## src/verilog/rtcev_regs.svh

```systemverilog
// register map, field positions, reset values and timing counts of the rtc event block
// assumes a 32-bit axi4-lite slave with one aligned word per register index
`ifndef RTCEV_REGS_SVH
`define RTCEV_REGS_SVH

// register indices, byte address is four times the index
`define RTCEV_IDX_SEC      6'h00
`define RTCEV_IDX_SEC_ALM  6'h01
`define RTCEV_IDX_MIN      6'h02
`define RTCEV_IDX_MIN_ALM  6'h03
`define RTCEV_IDX_HOUR     6'h04
`define RTCEV_IDX_HOUR_ALM 6'h05
`define RTCEV_IDX_A        6'h0a
`define RTCEV_IDX_B        6'h0b
`define RTCEV_IDX_C        6'h0c
`define RTCEV_IDX_D        6'h0d

// rate and oscillator register fields
`define RTCEV_A_BUSY       7
`define RTCEV_A_OSC_HI     6
`define RTCEV_A_OSC_LO     4
`define RTCEV_A_RATE_HI    3
// control register fields
`define RTCEV_B_INHIBIT    7
`define RTCEV_B_PER_EN     6
`define RTCEV_B_ALM_EN     5
`define RTCEV_B_UPD_EN     4
`define RTCEV_B_SQ_EN      3
// event status fields
`define RTCEV_C_SUM        7
`define RTCEV_C_PER        6
`define RTCEV_C_ALM        5
`define RTCEV_C_UPD        4

// oscillator control codes
`define RTCEV_OSC_RUN      3'b010
`define RTCEV_OSC_RUN_RW   3'b011
`define RTCEV_OSC_HOLD     2'b11

// reset values
`define RTCEV_A_RST        7'h00
`define RTCEV_B_RST        8'h00
`define RTCEV_D_VAL        8'h80
`define RTCEV_ALM_RST      8'h00

// alarm wildcard pattern in the two top bits
`define RTCEV_WILD         2'b11

// axi responses
`define RTCEV_RESP_OKAY    2'b00
`define RTCEV_RESP_SLVERR  2'b10

// timing, in time-base ticks of the 32.768 khz source
`define RTCEV_TB_HZ        32768
`define RTCEV_PRE_UPD_US   244
`define RTCEV_PRE_UPD_TICKS ((`RTCEV_PRE_UPD_US * `RTCEV_TB_HZ + 999999) / 1000000)
`define RTCEV_UPD_LEN_US   1984
`define RTCEV_UPD_LEN_TICKS ((`RTCEV_UPD_LEN_US * `RTCEV_TB_HZ) / 1000000)

`endif

```

## src/verilog/rtcev_pkg.sv

```systemverilog
// types shared by the rtc event block
// assumes nothing beyond a systemverilog compiler
package rtcev_pkg;
   // divider operating mode decoded from the oscillator control field
   typedef enum logic [1:0] {
      rtcev_div_stop = 2'b00,
      rtcev_div_run  = 2'b01,
      rtcev_div_hold = 2'b10
   } rtcev_div_mode_t;

   typedef logic [7:0] rtcev_byte_t;
   typedef logic [3:0] rtcev_rate_t;
endpackage : rtcev_pkg

```

## src/verilog/rtcev_divider.sv

```systemverilog
// divider chain of the rtc time base
// assumes osc_tick is a one-cycle pulse per time-base period, synchronous to aclk
`timescale 1ns/1ps

module rtcev_divider #(
   parameter int DIV_W = 15
) (
   input  wire logic                     aclk,
   input  wire logic                     aresetn,
   input  wire logic                     ce,
   input  wire logic                     osc_tick,
   input  wire rtcev_pkg::rtcev_div_mode_t div_mode,
   output logic [DIV_W-1:0]              div_count,
   output logic                          sec_tick
);
   import rtcev_pkg::*;

   logic [DIV_W-1:0] cnt_ff;
   logic             sec_ff;

   ///////////////////////////////////////////////////////////////////////////
   // chain counter: hold clears it, stop freezes it
   always_ff @(posedge aclk) begin
      if (!aresetn) begin
         cnt_ff <= '0;
      end else if (ce) begin
         if (div_mode == rtcev_div_hold) begin
            cnt_ff <= '0;
         end else if (div_mode == rtcev_div_run && osc_tick) begin
            cnt_ff <= cnt_ff + 1'b1;
         end
      end
   end

   // one pulse per wrap of the chain, the 1 hz update tick
   always_ff @(posedge aclk) begin
      if (!aresetn) begin
         sec_ff <= 1'b0;
      end else if (ce) begin
         sec_ff <= (div_mode == rtcev_div_run) && osc_tick && (&cnt_ff);
      end
   end

   assign div_count = cnt_ff;
   assign sec_tick  = sec_ff;
endmodule : rtcev_divider

```

## src/verilog/rtcev_top.sv

```systemverilog
// rtc event and rate logic: divider taps, square wave, periodic, alarm and
// update-ended events, event status with read-to-clear, open-drain request.
// assumes an axi4-lite master on aclk and a calendar that supplies the time bytes.
//
// Notes on behaviour
// - time base divides down to a 1 hz tick starting each update cycle
// - thirteen divider taps feed a 16-to-1 selector for square wave and periodic
// - rate code 0 none, 1-2 give 256/128 hz, 3-15 halve from 8.192 khz
// - each of three events sets its flag; request only when its enable set
// - every request also sets the summary request flag
// - reading event status clears all flags not set or test-written in that same cycle and floats the request output
// - periodic request follows the rate code, 122 us to 500 ms
// - oscillator code 011 leaves periodic timing unchanged
// - update cycle compares hours, minutes, seconds with alarm bytes; match sets flag
// - alarm and request keep working on battery power
// - alarm byte with both top bits set is a wildcard
// - wildcards give alarms per day, hour, minute or second
// - update-ended flag sets at the end of each update cycle
// - update request needs update enable set and transfer inhibit clear
// - update-in-progress reads 0 only with the pre-update interval still ahead
// - next update cycle begins about 998 ms after one ends
// - control bits 6..3 are periodic, alarm, update, square-wave enables; reset clear
// - event status read-only except with oscillator code 011: summary 7, periodic 6, alarm 5, update 4
// - codes 010 and 011 run divider, 11x holds divider, others stop oscillator
`timescale 1ns/1ps
`include "rtcev_regs.svh"

module rtcev_top #(
   parameter int DIV_W         = 15,
   parameter int PRE_UPD_TICKS = `RTCEV_PRE_UPD_TICKS,
   parameter int UPD_LEN_TICKS = `RTCEV_UPD_LEN_TICKS
) (
   input  wire logic                aclk,
   input  wire logic                aresetn,
   input  wire logic                ce,
   input  wire logic                osc_tick,
   input  wire logic                on_battery,
   input  wire rtcev_pkg::rtcev_byte_t time_sec,
   input  wire rtcev_pkg::rtcev_byte_t time_min,
   input  wire rtcev_pkg::rtcev_byte_t time_hour,
   output rtcev_pkg::rtcev_byte_t   cal_ctrl,
   output logic                     update_start,
   output logic                     square_wave_out,
   output logic                     irq_n_o,
   output logic                     irq_n_oe,
   input  wire logic [7:0]          s_axi_awaddr,
   input  wire logic [2:0]          s_axi_awprot,
   input  wire logic                s_axi_awvalid,
   output logic                     s_axi_awready,
   input  wire logic [31:0]         s_axi_wdata,
   input  wire logic [3:0]          s_axi_wstrb,
   input  wire logic                s_axi_wvalid,
   output logic                     s_axi_wready,
   output logic [1:0]               s_axi_bresp,
   output logic                     s_axi_bvalid,
   input  wire logic                s_axi_bready,
   input  wire logic [7:0]          s_axi_araddr,
   input  wire logic [2:0]          s_axi_arprot,
   input  wire logic                s_axi_arvalid,
   output logic                     s_axi_arready,
   output logic [31:0]              s_axi_rdata,
   output logic [1:0]               s_axi_rresp,
   output logic                     s_axi_rvalid,
   input  wire logic                s_axi_rready
);
   import rtcev_pkg::*;

   localparam logic [DIV_W-1:0] UIP_FROM = DIV_W'((2 ** DIV_W) - PRE_UPD_TICKS);
   localparam logic [7:0]       UPD_LAST = 8'(UPD_LEN_TICKS - 1);

   // register state
   logic [2:0]      osc_control_ff;
   rtcev_rate_t     rate_select_ff;
   rtcev_byte_t     ctrl_b_ff;
   rtcev_byte_t     alm_sec_ff;
   rtcev_byte_t     alm_min_ff;
   rtcev_byte_t     alm_hour_ff;
   logic [3:0]      flags_ff;   // summary, periodic, alarm, update-ended
   // event state
   logic            mux_prev_ff;
   logic            sq_out_ff;
   logic            upd_busy_ff;
   logic [7:0]      upd_cnt_ff;
   logic            upd_start_ff;
   // bus state
   logic            bvalid_ff;
   logic [1:0]      bresp_ff;
   logic            rvalid_ff;
   logic [1:0]      rresp_ff;
   rtcev_byte_t     rdata_ff;

   rtcev_div_mode_t div_mode;
   logic [DIV_W-1:0] div_count;
   logic            sec_tick;
   logic [15:0]     mux_in;
   logic            mux_out;
   logic            osc_run;
   logic            per_evt;
   logic            upd_end;
   logic            alm_match;
   logic            alm_evt;
   logic            in_progress;
   logic [3:0]      evt_set;
   logic            req;
   logic            wr_go;
   logic            rd_go;
   logic [5:0]      widx;
   logic [5:0]      ridx;
   logic            wr_en;
   logic            c_clr;
   logic            c_wr;
   rtcev_byte_t     rd_byte;

   ///////////////////////////////////////////////////////////////////////////
   // helpers

   // divider tap that feeds each selector input
   function automatic int rate_tap(input int code);
      if (code <= 2) begin
         rate_tap = code + 5;
      end else begin
         rate_tap = code - 2;
      end
   endfunction : rate_tap

   // mapped register indices
   function automatic logic idx_mapped(input logic [5:0] idx);
      if (idx <= `RTCEV_IDX_HOUR_ALM) begin
         idx_mapped = 1'b1;
      end else if (idx >= `RTCEV_IDX_A && idx <= `RTCEV_IDX_D) begin
         idx_mapped = 1'b1;
      end else begin
         idx_mapped = 1'b0;
      end
   endfunction : idx_mapped

   // alarm byte equal or wildcard
   function automatic logic alm_ok(input rtcev_byte_t alm, input rtcev_byte_t now);
      alm_ok = (alm[7:6] == `RTCEV_WILD) || (alm == now);
   endfunction : alm_ok

   ///////////////////////////////////////////////////////////////////////////
   // divider and rate selector

   // oscillator control decode
   always_comb begin
      if (osc_control_ff == `RTCEV_OSC_RUN || osc_control_ff == `RTCEV_OSC_RUN_RW) begin
         div_mode = rtcev_div_run;
      end else if (osc_control_ff[2:1] == `RTCEV_OSC_HOLD) begin
         div_mode = rtcev_div_hold;
      end else begin
         div_mode = rtcev_div_stop;
      end
   end

   rtcev_divider #(
      .DIV_W     (DIV_W)
   ) u_divider (
      .aclk      (aclk),
      .aresetn   (aresetn),
      .ce        (ce),
      .osc_tick  (osc_tick),
      .div_mode  (div_mode),
      .div_count (div_count),
      .sec_tick  (sec_tick)
   );

   // selector inputs, code zero gives no output
   genvar g;
   generate
      for (g = 0; g < 16; g++) begin : g_tap
         if (g == 0) begin : g_none
            assign mux_in[g] = 1'b0;
         end else begin : g_sel
            assign mux_in[g] = div_count[rate_tap(g)];
         end
      end
   endgenerate

   assign mux_out = mux_in[rate_select_ff];
   assign osc_run = ce && osc_tick && (div_mode == rtcev_div_run);

   // square-wave pin and selector edge history
   always_ff @(posedge aclk) begin
      if (!aresetn) begin
         sq_out_ff   <= 1'b0;
         mux_prev_ff <= 1'b0;
      end else if (ce) begin
         sq_out_ff   <= ctrl_b_ff[`RTCEV_B_SQ_EN] & mux_out;
         mux_prev_ff <= mux_out;
      end
   end

   // one periodic event per selector period
   assign per_evt = mux_out & ~mux_prev_ff;

   ///////////////////////////////////////////////////////////////////////////
   // update cycle

   // busy from the 1 hz tick for a fixed number of time-base ticks
   always_ff @(posedge aclk) begin
      if (!aresetn) begin
         upd_busy_ff <= 1'b0;
         upd_cnt_ff  <= 8'h00;
      end else if (ce) begin
         if (sec_tick) begin
            upd_busy_ff <= 1'b1;
            upd_cnt_ff  <= 8'h00;
         end else if (upd_end) begin
            upd_busy_ff <= 1'b0;
         end else if (upd_busy_ff && osc_run) begin
            upd_cnt_ff  <= upd_cnt_ff + 8'h01;
         end
      end
   end

   assign upd_end = upd_busy_ff && osc_run && (upd_cnt_ff == UPD_LAST);

   // start pulse for the calendar logic
   always_ff @(posedge aclk) begin
      if (!aresetn) begin
         upd_start_ff <= 1'b0;
      end else if (ce) begin
         upd_start_ff <= sec_tick;
      end
   end

   // in progress from the pre-update window until the cycle ends
   // the tick term covers the wrap cycle, before busy has risen
   assign in_progress = upd_busy_ff || sec_tick || (div_count >= UIP_FROM);

   ///////////////////////////////////////////////////////////////////////////
   // alarm compare at the end of each update, independent of battery state
   assign alm_match = alm_ok(alm_hour_ff, time_hour)
                    & alm_ok(alm_min_ff, time_min)
                    & alm_ok(alm_sec_ff, time_sec);
   assign alm_evt   = upd_end & alm_match;

   ///////////////////////////////////////////////////////////////////////////
   // event flags and request

   assign req = (per_evt & ctrl_b_ff[`RTCEV_B_PER_EN])
              | (alm_evt & ctrl_b_ff[`RTCEV_B_ALM_EN])
              | (upd_end & ctrl_b_ff[`RTCEV_B_UPD_EN] & ~ctrl_b_ff[`RTCEV_B_INHIBIT]);
   assign evt_set = {req, per_evt, alm_evt, upd_end};

   // set wins over a read clear or a test write in the same cycle
   always_ff @(posedge aclk) begin
      if (!aresetn) begin
         flags_ff <= 4'h0;
      end else if (ce) begin
         for (int i = 0; i < 4; i++) begin
            if (evt_set[i]) begin
               flags_ff[i] <= 1'b1;
            end else if (c_wr) begin
               flags_ff[i] <= s_axi_wdata[`RTCEV_C_UPD + i];
            end else if (c_clr) begin
               flags_ff[i] <= 1'b0;
            end
         end
      end
   end

   // open-drain request, pulled low while the summary flag stands
   assign irq_n_o  = 1'b0;
   assign irq_n_oe = flags_ff[3];

   ///////////////////////////////////////////////////////////////////////////
   // axi4-lite write channel, address and data taken together

   assign wr_go         = ce && s_axi_awvalid && s_axi_wvalid && !bvalid_ff;
   assign s_axi_awready = wr_go;
   assign s_axi_wready  = wr_go;
   assign widx          = s_axi_awaddr[7:2];
   // supply loss write-protects the registers
   assign wr_en         = wr_go && s_axi_wstrb[0] && !on_battery;
   assign c_wr          = wr_en && (widx == `RTCEV_IDX_C)
                        && (osc_control_ff == `RTCEV_OSC_RUN_RW);

   // write response
   always_ff @(posedge aclk) begin
      if (!aresetn) begin
         bvalid_ff <= 1'b0;
         bresp_ff  <= `RTCEV_RESP_OKAY;
      end else if (ce) begin
         if (wr_go) begin
            bvalid_ff <= 1'b1;
            bresp_ff  <= idx_mapped(widx) ? `RTCEV_RESP_OKAY : `RTCEV_RESP_SLVERR;
         end else if (s_axi_bready) begin
            bvalid_ff <= 1'b0;
         end
      end
   end

   // rate and oscillator register, in-progress bit is read-only
   always_ff @(posedge aclk) begin
      if (!aresetn) begin
         {osc_control_ff, rate_select_ff} <= `RTCEV_A_RST;
      end else if (ce && wr_en && widx == `RTCEV_IDX_A) begin
         osc_control_ff <= s_axi_wdata[`RTCEV_A_OSC_HI:`RTCEV_A_OSC_LO];
         rate_select_ff <= s_axi_wdata[`RTCEV_A_RATE_HI:0];
      end
   end

   // control register
   always_ff @(posedge aclk) begin
      if (!aresetn) begin
         ctrl_b_ff <= `RTCEV_B_RST;
      end else if (ce && wr_en && widx == `RTCEV_IDX_B) begin
         ctrl_b_ff <= s_axi_wdata[7:0];
      end
   end

   // alarm bytes
   always_ff @(posedge aclk) begin
      if (!aresetn) begin
         alm_sec_ff  <= `RTCEV_ALM_RST;
         alm_min_ff  <= `RTCEV_ALM_RST;
         alm_hour_ff <= `RTCEV_ALM_RST;
      end else if (ce && wr_en) begin
         if (widx == `RTCEV_IDX_SEC_ALM) begin
            alm_sec_ff <= s_axi_wdata[7:0];
         end else if (widx == `RTCEV_IDX_MIN_ALM) begin
            alm_min_ff <= s_axi_wdata[7:0];
         end else if (widx == `RTCEV_IDX_HOUR_ALM) begin
            alm_hour_ff <= s_axi_wdata[7:0];
         end
      end
   end

   ///////////////////////////////////////////////////////////////////////////
   // axi4-lite read channel

   assign rd_go         = ce && s_axi_arvalid && !rvalid_ff;
   assign s_axi_arready = rd_go;
   assign ridx          = s_axi_araddr[7:2];
   assign c_clr         = rd_go && (ridx == `RTCEV_IDX_C);

   // read data decode
   always_comb begin
      rd_byte = 8'h00;
      if (ridx == `RTCEV_IDX_SEC) begin
         rd_byte = time_sec;
      end else if (ridx == `RTCEV_IDX_SEC_ALM) begin
         rd_byte = alm_sec_ff;
      end else if (ridx == `RTCEV_IDX_MIN) begin
         rd_byte = time_min;
      end else if (ridx == `RTCEV_IDX_MIN_ALM) begin
         rd_byte = alm_min_ff;
      end else if (ridx == `RTCEV_IDX_HOUR) begin
         rd_byte = time_hour;
      end else if (ridx == `RTCEV_IDX_HOUR_ALM) begin
         rd_byte = alm_hour_ff;
      end else if (ridx == `RTCEV_IDX_A) begin
         rd_byte = {in_progress, osc_control_ff, rate_select_ff};
      end else if (ridx == `RTCEV_IDX_B) begin
         rd_byte = ctrl_b_ff;
      end else if (ridx == `RTCEV_IDX_C) begin
         rd_byte = {flags_ff, 4'h0};
      end else if (ridx == `RTCEV_IDX_D) begin
         rd_byte = `RTCEV_D_VAL;
      end
   end

   // read response, data captured at the address handshake
   always_ff @(posedge aclk) begin
      if (!aresetn) begin
         rvalid_ff <= 1'b0;
         rresp_ff  <= `RTCEV_RESP_OKAY;
         rdata_ff  <= 8'h00;
      end else if (ce) begin
         if (rd_go) begin
            rvalid_ff <= 1'b1;
            rdata_ff  <= rd_byte;
            rresp_ff  <= idx_mapped(ridx) ? `RTCEV_RESP_OKAY : `RTCEV_RESP_SLVERR;
         end else if (s_axi_rready) begin
            rvalid_ff <= 1'b0;
         end
      end
   end

   ///////////////////////////////////////////////////////////////////////////
   // outputs

   assign s_axi_bvalid    = bvalid_ff;
   assign s_axi_bresp     = bresp_ff;
   assign s_axi_rvalid    = rvalid_ff;
   assign s_axi_rresp     = rresp_ff;
   assign s_axi_rdata     = {24'h000000, rdata_ff};
   assign square_wave_out = sq_out_ff;
   assign update_start    = upd_start_ff;
   assign cal_ctrl        = ctrl_b_ff;
endmodule : rtcev_top

```

## config.mk

```make
export PLATFORM = sky130hd
export DESIGN_NAME = rtcev_top
export DESIGN_NICKNAME = d
export VERILOG_FILES = /design/src/verilog/rtcev_pkg.sv /design/src/verilog/rtcev_divider.sv /design/src/verilog/rtcev_top.sv
export VERILOG_INCLUDE_DIRS = /design/src /design/src/verilog
export SDC_FILE = /design/constraint.sdc
export NUM_CORES = 1
export LEC_CHECK = 0
export BUFFER_PORTS_ARGS = -buffer_cell sky130_fd_sc_hd__buf_2
export CAP_MARGIN = 15
export CELL_PAD_IN_SITES_DETAIL_PLACEMENT = 0
export CELL_PAD_IN_SITES_GLOBAL_PLACEMENT = 1
export CORE_MARGIN = 3
export CORE_UTILIZATION = 41
export DETAILED_ROUTE_END_ITERATION = 7
export HOLD_SLACK_MARGIN = 0.1
export PLACE_DENSITY = 0.95
export SETUP_SLACK_MARGIN = 0.3
export SLEW_MARGIN = 10
export SYNTH_ARGS = -nofsm -noshare
export SYNTH_HDL_FRONTEND = slang
export SYNTH_SLANG_ARGS = --single-unit
```

## constraint.sdc

```tcl
create_clock -name aclk -period 2.8 [get_ports aclk]
set_input_delay 0.28 -clock aclk [delete_from_list [all_inputs] [get_ports aclk]]
set_output_delay 0.28 -clock aclk [all_outputs]
set_load 0.02 [all_outputs]
```

# Word-level counts from Yosys, hierarchy flattened
# Index checks and enable logic that the tools add are counted.
# op_classes
bitwise_logic	15
magnitude_cmp	8
reduce_logical	55
n_mux	46
add_sub_neg	2
n_eq_ne	28
# op_table
op	count
$mux W8	13
$eq A6 B4 Y1 const B	7
$mux W15	2
$mux W1	26
$eq A8 B8 Y1	3
$reduce_and A2 Y1	11
$logic_and A1 B1 Y1	21
$eq A6 B2 Y1 const B	3
$eq A6 B3 Y1 const B	3
$add A15 B1 Y15 const B	1
$ge A15 B15 Y1 const B	1
$reduce_and A15 Y1	1
$eq A6 B1 Y1 const B	2
$ge A6 B4 Y1 const B	2
$le A6 B3 Y1 const B	2
$le A6 B4 Y1 const B	2
$reduce_bool A3 Y1	4
$eq A2 B2 Y1 const B	5
$reduce_bool A2 Y1	5
$and A1 B1 Y1	9
$add A8 B1 Y8 const B	1
$eq A8 B7 Y1 const B	1
$mux W2	4
$eq A3 B2 Y1 const B	2
other kinds (11)	23
# totals
register_bits	85
wordCells	176
output_inout_bits	53
input_bits	92

# Depth between registers and ports, before layout
# Gate-level depths: netlist of run 1.
# depth
word_depth	13
depth_mapped	9
mapped_depth_nobuf	8

# Cells and area by module
# From an unflattened synthesis of run 1, not the netlist that was laid out.
# unflattened
cells_unflattened	600
area_unflattened_um2	5054.8
# by_module_without_submodules
module	cells_each	instances	seq_area_each_um2	area_per_inst_um2
rtcev_top	512	1	1341.3	4239.1
rtcev_divider	88	1	320.3	815.8

# Worst setup path before layout of run 1
# No wires, ideal clock.
# synth_timing
path_kind	register to register
start	register rvalid_ff, in the netlist s_axi_rvalid
end	register rdata_ff[2]
period_less_slack_ps	1686
t_arrival_ps	1558
stages_incl_launch_ff	7
setup_ps	128
t_required_ps	2672
path_buffers	1
setup_slack_ps	1114
cell_sequence	dfxtp_1 > nand3b_2 > inv_1 > clkbuf_1 > o21ai_0 > a21oi_1 > a31oi_1
# synth_between
elab_chain_cells	3
# synth_lines
element	line	text
from (decl)	rtcev_top.sv:88	logic rvalid_ff;
from (signal assigned)	rtcev_top.sv:368	rvalid_ff <= 1'b0;
from (signal assigned)	rtcev_top.sv:373	rvalid_ff <= 1'b1;
from (signal assigned)	rtcev_top.sv:377	rvalid_ff <= 1'b0;
$logic_not A1 Y1	rtcev_top.sv:334	assign rd_go = ce && s_axi_arvalid && !rvalid_ff;
$logic_and A1 B1 Y1	rtcev_top.sv:334	
named net s_axi_arready	rtcev_top.sv:60	output logic s_axi_arready,
$reduce_and A2 Y1 (no source line)	n/a	
to (signal assigned)	rtcev_top.sv:374	rdata_ff <= rd_byte;
to (decl)	rtcev_top.sv:90	rtcev_byte_t rdata_ff;
# The timed path passes the listed nets, and every way through them passes these cells.
# A chain may end at the register's enable or synchronous reset.

# Worst setup path in the final report of run 1
# layout_timing
start	register upd_cnt_ff[0]
end	register flags_ff[3]
# layout_between
elab_chain_cells	8
word_cells_on_any_way	11
cone_classes	eq/ne: 1; mux: 1; bitwise: 6; reduce/logical: 3
# layout_lines
element	line	text
from (decl)	rtcev_top.sv:83	logic [7:0] upd_cnt_ff;
from (signal assigned)	rtcev_top.sv:212	upd_cnt_ff <= upd_cnt_ff + 8'h01;
$eq A8 B7 Y1 (*)	rtcev_top.sv:217	assign upd_end = upd_busy_ff && osc_run && (upd_cnt_ff == UPD_LAST);
$logic_and A1 B1 Y1 (*)	rtcev_top.sv:217	
$and A1 B1 Y1	rtcev_top.sv:237	assign alm_evt = upd_end & alm_match;
$and A1 B1 Y1	rtcev_top.sv:243	| (alm_evt & ctrl_b_ff[`RTCEV_B_ALM_EN])
$or A1 B1 Y1	rtcev_top.sv:242	assign req = (per_evt & ctrl_b_ff[`RTCEV_B_PER_EN])
$or A1 B1 Y1 (*)	rtcev_top.sv:242	
$reduce_bool A3 Y1 (no source line)	n/a	
$reduce_and A2 Y1 (no source line)	n/a	
to (signal, indexed assignment)	rtcev_top.sv:256	flags_ff[i] <= s_axi_wdata[`RTCEV_C_UPD + i];
to (decl)	rtcev_top.sv:78	logic [3:0] flags_ff;
# Mark *: on every way between the ends. The rest lies on a longest branch, timed or not.

==> results of run 1 <==
layout by cell type, fill, tap and decap left out, types with 8 or more instances in the layout:
cell type	instances
a21oi_1	44
a31oi_1	8
and2_1	9
and3_1	11
buf_2	80
clkbuf_16	9
conb_1	27
dfxtp_1	83
inv_1	9
mux2i_1	34
nand2_1	62
nand3_1	13
nor2_1	57
nor2b_1	8
nor4_1	8
o21ai_0	16
o22ai_1	8
xor2_1	39
final timing paths:
path                                    start           to  cells after the start  slack (ns)
worst min-delay path             time_hour[0]  rdata_ff[0]                      3        0.24
worst max register to register  upd_cnt_ff[0]  flags_ff[3]                      8        0.68
worst min register to register    rdata_ff[4]  rdata_ff[4]                      2        0.45
worst max-delay path            upd_cnt_ff[0]  flags_ff[3]                      8        0.68
power breakdown:
| group | leakage (nW) | internal [mW] | switching [mW] |
|---|---|---|---|
| sequential | 0.669 | 1.19 | 0.00493 |
| combinational | 1.50 | 0.0775 | 0.175 |
| clock | 0.140 | 0.607 | 0.500 |
| total | 2.31 | 1.87 | 0.680 |
routing by layer:
| metal | vias up | global-route usage, % |
|---|---|---|
| met4 | 0 | 6.41 |
| met3 | 20 | 2.12 |
| li1 | 2056 | - |
| met1 | 2014 | 28.4 |
| met5 | - | 0 |
| met2 | 168 | 31.3 |
registers in the layout (all words and copies together), names as in the netlist, 3 cells and up:
name                 flops
rdata_ff                 8
osc_control_ff           3
cal_ctrl                 8
flags_ff                 4
u_divider.div_count     15
alm_sec_ff               8
rate_select_ff           4
upd_cnt_ff               8
alm_hour_ff              8
alm_min_ff               8
tightest hold or removal path: stages:
cell and delay (ns):
buf_2 0.12, nand2_1 0.05, a31oi_1 0.07
kinds of logic after synthesis:
logic type | Yosys count
buf+inv | 60
xor+xnor | 43
mux | 41
simple gates | 214
compound gates | 110
fa+ha+maj | 4
flops | 83
other cells | 1
synthesized netlist by cell type (3+ instances only):
cell type	n	area share (%)
a211oi_1	5	0.79
a21oi_1	44	4.6
a221oi_1	4	0.74
a22oi_1	3	0.48
a31oi_1	8	1.1
and2_1	9	1.2
and3_1	11	1.5
and4_1	3	0.55
buf_4	30	4.8
buf_6	4	0.95
clkbuf_1	12	0.95
dfxtp_1	83	35
ha_1	4	1.1
inv_1	9	0.71
mux2_2	6	1.4
mux2i_1	34	7.2
nand2_1	62	4.9
nand2b_1	6	0.79
nand3_1	13	1.4
nand4_1	6	0.79
nor2_1	57	4.5
nor2_2	4	0.53
nor2b_1	8	1.1
nor4_1	8	1.1
o21ai_0	16	1.7
o221ai_1	5	0.92
o22ai_1	8	1.1
xnor2_1	4	0.74
xor2_1	39	7.2
per-stage QoR:
stage	cell area [um2]	setup slack [ns]	total power, mW
finish	5370	0.677	2.55
global route	5370	0.567	2.64
CTS	5370	0.697	2.56
detailed placement	5100	0.709	1.47
global placement	5100	0.726	1.47
floorplan	4830	1.11	1.40
area by class of cell:
| cell class | instances | area, um2 | share of cell area [%] |
|---|---|---|---|
| Inverter | 10 | 37.5 | 0.698 |
| Tap cell | 140 | 175 | 3.26 |
| Multi-Input combinational cell | 439 | 2790 | 52.0 |
| Clock buffer | 9 | 225 | 4.19 |
| Sequential cell | 83 | 1660 | 30.9 |
| Timing Repair Buffer | 84 | 430 | 8.01 |
| Clock inverter | 7 | 50.0 | 0.931 |
==> impl_metrics.tcl, run 1 <==
set metrics [dict create \
    wl_met1_um 5920 \
    slowest_stage "nor4_1" \
    dpl.hpwl_um 10000 \
    synth_compound_area_share_pct 14.5 \
    synth-xor-area-share_pct 7.95 \
    dp.cells 756 \
    cts_root_buffer "clkbuf_16" \
    synth-edff-count 0 \
    grt_max_degree 56 \
    top_layer_used "met4" \
    skew_ns 0.00824 \
    synth_top_family_by_area "simple AND/OR/NAND/NOR gates" \
    period_share_pct 75.8 \
    antenna_found_initial 0 \
    start_util_pct 42.7 \
    numCtsBuffers 9 \
    finish.utilization_pct 48.5 \
    startpoint_type "register" \
    grt_use_total_pct 19.8 \
    gp_congestion 0.910 \
    yosysSeqAreaShare_pct 35.1 \
    yosysWarnings 0 \
    synth_seq_cells 83 \
    core_mm2 0.0111 \
    first_pass_iters 5 \
    cts_setup_buffers 0 \
    async_reset_ff_share_pct 0 \
    max_freq_mhz 471 \
    clock_sinks 83 \
    cts_hold_buf 0 \
    drc_errors 0 \
    synth-main-ff-cell "dfxtp_1" \
    synthesis.area_mm2 0.00474 \
    post_cts_resized 0 \
    total_leakage_power_nw 2.31 \
    instances_no_fill 772 \
    nets 723 \
    cp_max_fo 6 \
    wl_met2_um 5960 \
    clk_pin_slew_ns 0.07 \
    die_h_um 113 \
    grt_first_pass_wirelength_um 20400 \
    cts_max_level 3 \
    grt_pass1_vias 3960 \
    n_antenna_cell 0 \
    worstMarginPinSlew_ns 0.962 \
    period_needed_ns 2.12 \
    met3_length_um 862 \
    synthToLayoutAreaGrowth_pct 13.5 \
    final-hold-violation-count 0 \
    crit_chain "inv_1 > ha_1 > nor4b_1 > and3_1 > nand3_1 > nor4_1 > nand2_1 > a31oi_1" \
    min_path_type "in2reg" \
    fin_tns_setup_ns 0 \
    hold_ws_ns 0.238 \
    drt-wirelength-per-cell_um 16.8 \
    crit_type "reg2reg" \
    status "finished clean" \
    grt-ovfl-total 0 \
    cts_buffer_depth 2 \
    rsz0062_at_grt "no" \
    max-vdd-ir-drop_mv 0.273 \
    die-area_mm2 0.0129 \
    setup_viol 0 \
    drt_iter0_markers 288 \
    synth-simple-area-share_pct 24.2 \
    syn_inst 556 \
    syn-mean-instance-area_um2 8.52 \
    worstSetupEndpointType "register" \
    vias_per_cell 5.52 \
    synthAdderAreaFrac_pct 1.06 \
    p_per_area_mw_per_mm2 475 \
    clock_latency_ns 0.33 \
    die_w_um 113 \
    vias 4258 \
    yosysUniqueCellTypes 70 \
    cp_data_arrival_time_ns 2.39 \
    synthMuxAreaShare_pct 9.09 \
    drv_cap 0 \
    cpLargestDelayFamily "simple AND/OR/NAND/NOR gates" \
    path_buf_inv 1 \
    slew_viol_final 0 \
    drive_above_1_share_pct 20.3 \
    routed_wirelength_um 13000 \
    ios 145 \
    fillers 1102 \
    io_buffers 80 \
    fp-row-count 38 \
    worst_slew_margin_rel_pct 35.8 \
    cp_slowest_stage_delay_ns 0.46 \
    crit_required_ns 3.07 \
    detail-route-antenna-nets 0 \
    cts_tree "built" \
]
Power figures use the tool's default switching activity.
==> inputs of run 2 (changes only) <==
- ABC_AREA: default -> 1
- CORE_UTILIZATION: 41 -> 32
- PLACE_DENSITY: 0.95 -> 0.86
- clock period: 2.8 -> 1.8 ns (I/O delays scaled with it)
==> run 2 against run 1 <==
  * Register-to-register slack got worse by 0.50 ns
  * Combinational power increased by 54%
  * Non-clock buffer count increased by 46
  * Highest routed layer unchanged
==> impl_metrics.tcl, run 2 <==
set metrics [dict create \
    hold_depth 4 \
    largest_reg_flops 15 \
    r2r-end "alm_min_ff[6]" \
    grt_util_met1_pct 25.9 \
    total_leakage_power_nw 2.67 \
    hp-start "s_axi_rready" \
    n_antenna_cell 0 \
    grt_pass1_vias 4653 \
    final_common_cell "nand2_1" \
    status "finished clean" \
    crit_type "reg2reg" \
    drt-wirelength-per-cell_um 14.3 \
    drv_cap 0 \
    synth_commonest_cells "nand2_1 (172), inv_1 (105), a21oi_1 (93)" \
    hold_end "s_axi_rvalid" \
    detail-route-antenna-nets 0 \
    vias_per_cell 4.85 \
    rr_startpoint "s_axi_bvalid" \
    skew_ns 0.00647 \
    cp_max_fo 12 \
    syn-mean-instance-area_um2 6.52 \
    syn_inst 741 \
    place_ws_ns 0.0993 \
    nets 959 \
    synth-main-ff-cell "dfxtp_1" \
    io_buffers 80 \
    start_util_pct 33.0 \
    synth-edff-count 0 \
    worstSetupEndpointType "register" \
    yosysUniqueCellTypes 33 \
    yosysWarnings 0 \
    grt_util_met2_pct 27.2 \
    cp_data_arrival_time_ns 1.90 \
    die-area_mm2 0.0166 \
    grt_max_degree 33 \
    vias 5099 \
    synthToLayoutAreaGrowth_pct 29.6 \
    dpl.hpwl_um 11200 \
    ios 145 \
    final_cell_mix "nand2_1 (163), inv_1 (94), a21oi_1 (88)" \
    crit_required_ns 2.07 \
    fp-row-count 44 \
    cts_buffer_depth 2 \
    period_share_pct 90.4 \
    intPower_mw 2.92 \
    p_sw_share_pct 25.7 \
    synth_top_area_share_pct 34.4 \
    async_reset_ff_share_pct 0 \
    top_usage_layer "met2" \
    fin_tns_setup_ns 0 \
    drt_iter0_markers 341 \
    yosysMostFrequentCell "nand2_1" \
    yosys-top-cells-area "dfxtp_1 (34%), nand2_1 (13%), a21oi_1 (9.6%)" \
    p_seq_share_pct 46.9 \
    die_w_um 129 \
    routed_wirelength_um 15000 \
    setup_viol 0 \
    grt-ovfl-total 0 \
    grt_first_pass_wirelength_um 23400 \
    p_sw_mw 1.01 \
    drive_above_1_share_pct 26.1 \
    use_met3_pct 2.82 \
    rsz0062_at_grt "yes" \
    max-vdd-ir-drop_mv 0.454 \
    clock_power_share_pct 43.2 \
    synthesis.area_mm2 0.00483 \
    cts_max_level 3 \
    yosysSeqAreaShare_pct 34.4 \
    final-hold-violation-count 0 \
    finish.utilization_pct 42.8 \
    numCtsBuffers 9 \
    timing.final.ws_setup_ns 0.173 \
    min_path_type "in2reg" \
    gp_congestion 0.872 \
    power_mw 3.93 \
    startpoint_type "register" \
    cts_hold_buf 0 \
    slew_viol_final 0 \
    cts_tree "built" \
    reg2reg_depth 8 \
    clock_sinks 83 \
    cts_root_buffer "clkbuf_16" \
    max_freq_mhz 615 \
    yosys.area.top_type "dfxtp_1" \
    grt_use_total_pct 17.7 \
    p_per_area_mw_per_mm2 627 \
    first_pass_iters 4 \
    period_needed_ns 1.63 \
    core_mm2 0.0146 \
    antenna_found_initial 0 \
    synth_seq_cells 83 \
    die_h_um 129 \
    clock_latency_ns 0.34 \
    drc_errors 0 \
    reg2reg_slack_ns 0.17 \
    clk_pin_slew_ns 0.06 \
    p_comb_share_pct 9.9 \
]
[run 2: cell types whose count changed in the layout (fill, tap and decap cells not counted), sizes merged, moves of 10 or more]
cell / change
nand3: +14
and3: -10
inv: +96
xor2: -34
nand2: +108
a21oi: +48
o21ai: +36
buf: +46
nor3: +16
nor2: +12
mux2i: -34
[run 2: layer usage]
metal / up-vias / wire [um]
met5: - / 0
met4: 0 / 200
met3: 17 / 897
met2: 151 / 6750
met1: 2336 / 7190
li1: 2595 / -
[run 2: logic make-up after synthesis]
family	count (synthesis)	share of synthesized area, %
other	1	0.0776
flip-flops	83	34.4
adder cells (fa/ha/maj)	4	1.04
XOR/XNOR	18	3.26
AND/OR/NAND/NOR	312	27.8
AO/OA/AOI/OAI	169	19.0
buffers and inverters	154	14.5
[run 2: how the worst max path moves through the flow]
stage | to | start | slack (ns)
after floorplan | rdata_ff[7] | s_axi_rvalid | 0.31
after global placement | u_divider.div_count[11] | osc_control_ff[2] | 0.12
after detailed placement | u_divider.div_count[11] | osc_control_ff[2] | 0.1
after CTS | flags_ff[3] | osc_control_ff[2] | 0.24
after global routing | alm_min_ff[7] | s_axi_bvalid | 0.04
final | alm_min_ff[6] | s_axi_bvalid | 0.17
[run 2: power by group through the flow]
stage	Sequential (mW)	Combinational (mW)	Clock, mW
final	1.84	0.389	1.70
after global placement	1.89	0.371	0
after floorplan	1.90	0.247	0
after CTS	1.85	0.377	1.73
after global routing	1.84	0.427	1.80
after detailed placement	1.89	0.371	0
[run 2: critical path: stages, from the launching register on]
cell	delay, ns
dfxtp_2	0.33
inv_2	0.06
nand4_4	0.11
nor3_4	0.30
buf_4	0.18
nand4_1	0.11
buf_6	0.19
buf_4	0.15
a21oi_1	0.13
[run 2: repair_timing]
action | 4_1_cts | 5_1_grt
buffers inserted | 19 | 9
resized for setup | 32 | 71
endpoints found under the setup margin | 48 | 73
pin swaps | 14 | 19
[run 2: layout make-up]
type | instances | area (um2)
fill | 1535 | 8380
multi-input combinational | 530 | 2820
inverter | 109 | 412
sequential | 83 | 1690
tap | 184 | 230
clock buffer | 12 | 246
clock inverter | 3 | 15.0
timing repair buffer | 130 | 861
[run 2: through the flow]
stage          instance area, um2  hold slack (ns)  cells
6_report                     6270            0.114   1051
5_1_grt                      6270            0.144   1051
4_1_cts                      5980            0.110   1042
3_5_place_dp                 5470            0.454   1008
3_3_place_gp                 5470            0.449   1008
2_1_floorplan                4950            0.329    767
==> inputs of run 3 (changes only) <==
- ABC_AREA: 1 -> default
- CORE_UTILIZATION: 32 -> 34
==> run 3 against run 2 <==
  * Cell count decreased by 18%
  * Register-to-register slack worse by 0.04 ns
  * Total power grew 8.2%
  * Sequential share of layout area shrank 0.41 points
  * Core utilization grew 4.2 points
  * Combinational power rose by 20%
  * Sequential power barely moved
  * Largest power group is now clock
  * Global-route usage is 1.1 points higher
  * Highest routed layer unchanged
==> impl_metrics.tcl, run 3 (synthesis gave the netlist of run 1 again) <==
set metrics [dict create \
    status "finished clean" \
    clk_pin_slew_ns 0.06 \
    grt_use_total_pct 18.8 \
    synthToLayoutAreaGrowth_pct 33.6 \
    max-vdd-ir-drop_mv 0.552 \
    skew_ns 0.00769 \
    die_h_um 124 \
    drv_cap 0 \
    vias 4479 \
    final-hold-violation-count 0 \
    power_mw 4.25 \
    grt_first_pass_wirelength_um 22300 \
    ios 145 \
    detail-route-antenna-nets 0 \
    start_util_pct 35.2 \
    slew_viol_final 0 \
    gp_congestion 0.897 \
    crit_type "reg2reg" \
    final_common_cell "buf_2" \
    drc_errors 0 \
    dp.cells 816 \
    core_mm2 0.0135 \
    reg2reg_slack_ns 0.13 \
    clock_sinks 83 \
    worst_slew_margin_rel_pct 54.4 \
    grt_max_degree 35 \
    dpl.hpwl_um 10900 \
    nets 773 \
    hold_end "rdata_ff[0]" \
    reg2reg_depth 5 \
    drt_iter0_markers 341 \
    cts_root_buffer "clkbuf_16" \
    min_path_type "in2reg" \
    cts_max_level 3 \
    startpoint_type "register" \
    setup_viol 0 \
    antenna_found_initial 0 \
    die-area_mm2 0.0154 \
    fp-row-count 42 \
    instances_no_fill 857 \
    io_buffers 80 \
    worstSetupEndpointType "register" \
    grt-ovfl-total 0 \
    numCtsBuffers 9 \
    rr_startpoint "rate_select_ff[2]" \
    period_needed_ns 1.67 \
    hp-start "time_hour[0]" \
    dpl_cell_area_mm2 0.00539 \
    vias_per_cell 5.23 \
    first_pass_iters 4 \
    cts_hold_buf 0 \
    worstMarginPinSlew_ns 0.683 \
    rsz0062_at_grt "yes" \
    timing.final.ws_setup_ns 0.134 \
    total_leakage_power_nw 2.68 \
    cp_max_fo 6 \
    max_freq_mhz 600 \
    clock_latency_ns 0.34 \
    n_antenna_cell 0 \
    p_per_area_mw_per_mm2 672 \
    fin_area_mm2 0.00633 \
    final_cell_mix "buf_2 (77), dfxtp_1 (74), nor2_1 (55)" \
    period_share_pct 92.6 \
    cp_data_arrival_time_ns 1.88 \
    grt_pass1_vias 4332 \
    largest_reg_flops 15 \
    drive_above_1_share_pct 37.7 \
    cts_tree "built" \
    die_w_um 124 \
    r2r-end "square_wave_out" \
    routed_wirelength_um 14700 \
    hold_depth 3 \
    place_ws_ns -0.0405 \
    cts_buffer_depth 2 \
    finish.utilization_pct 47.0 \
    drt-wirelength-per-cell_um 17.2 \
    crit_required_ns 2.01 \
]
run 3: cell types whose count changed in the layout (fill, tap and decap cells not counted), moves of 9 or more:
cell | previous run | this run
nand2_1 | 163 | 40
nand2_2 | 7 | 17
o21ai_0 | 42 | 15
xnor2_1 | 13 | 3
a21oi_1 | 88 | 32
nor3_1 | 9 | 0
a21oi_2 | 4 | 13
inv_1 | 94 | 5
xor2_1 | 5 | 39
nand3_1 | 21 | 11
inv_2 | 14 | 3
mux2i_1 | 0 | 34
run 3: critical path: stages (launching register included):
cell and delay (ns):
dfxtp_4 0.39, mux4_2 0.52, o22ai_2 0.16, o32a_1 0.24
nand3b_1 0.15, a21oi_1 0.07
run 3: area by class of cell:
class                           count  area (um2)
Timing Repair Buffer              134         892
Sequential cell                    83        1680
Inverter                           10        42.5
Clock inverter                      3        45.0
Fill cell                        1286        7130
Multi-Input combinational cell    439        3180
Tap cell                          176         220
Clock buffer                       12         268
run 3: how the worst max path moves through the flow:
| stage | start | end | slack, ns | cells past startpoint |
|---|---|---|---|---|
| floorplan | s_axi_bvalid | flags_ff[1] | 0.27 | 6 |
| global placement | upd_cnt_ff[0] | flags_ff[3] | 0.02 | 8 |
| detailed placement | upd_cnt_ff[1] | flags_ff[3] | -0.04 | 8 |
| CTS | upd_cnt_ff[1] | flags_ff[3] | 0.12 | 8 |
| global route | alm_min_ff[4] | flags_ff[3] | 0.07 | 6 |
| finish | rate_select_ff[2] | square_wave_out | 0.13 | 5 |
run 3: what timing repair did:
item	in CTS	in global routing
setup endpoints to repair	62	66
buffers inserted	18	8
pin swaps	30	32
gates resized for setup	66	46
run 3: power by group:
part / switching (mW) / internal [mW]
Combinational: 0.306 / 0.159
Sequential: 0.00688 / 1.85
Clock: 0.746 / 1.19
Total: 1.06 / 3.19
run 3: metrics by stage:
stage          TNS, ns  hold slack, ns
6_report             0           0.150
5_1_grt              0           0.143
4_1_cts              0           0.137
3_5_place_dp    -0.223           0.451
3_3_place_gp         0           0.436
2_1_floorplan        0           0.320
run 3: layer usage:
layer / vias to the layer above / wire length, um / GRT usage (%)
met5: - / 0 / 0
met4: 0 / 231 / 5.34
met3: 17 / 948 / 4.09
met2: 152 / 7040 / 31.3
met1: 2158 / 6530 / 24.5
li1: 2152 / - / -
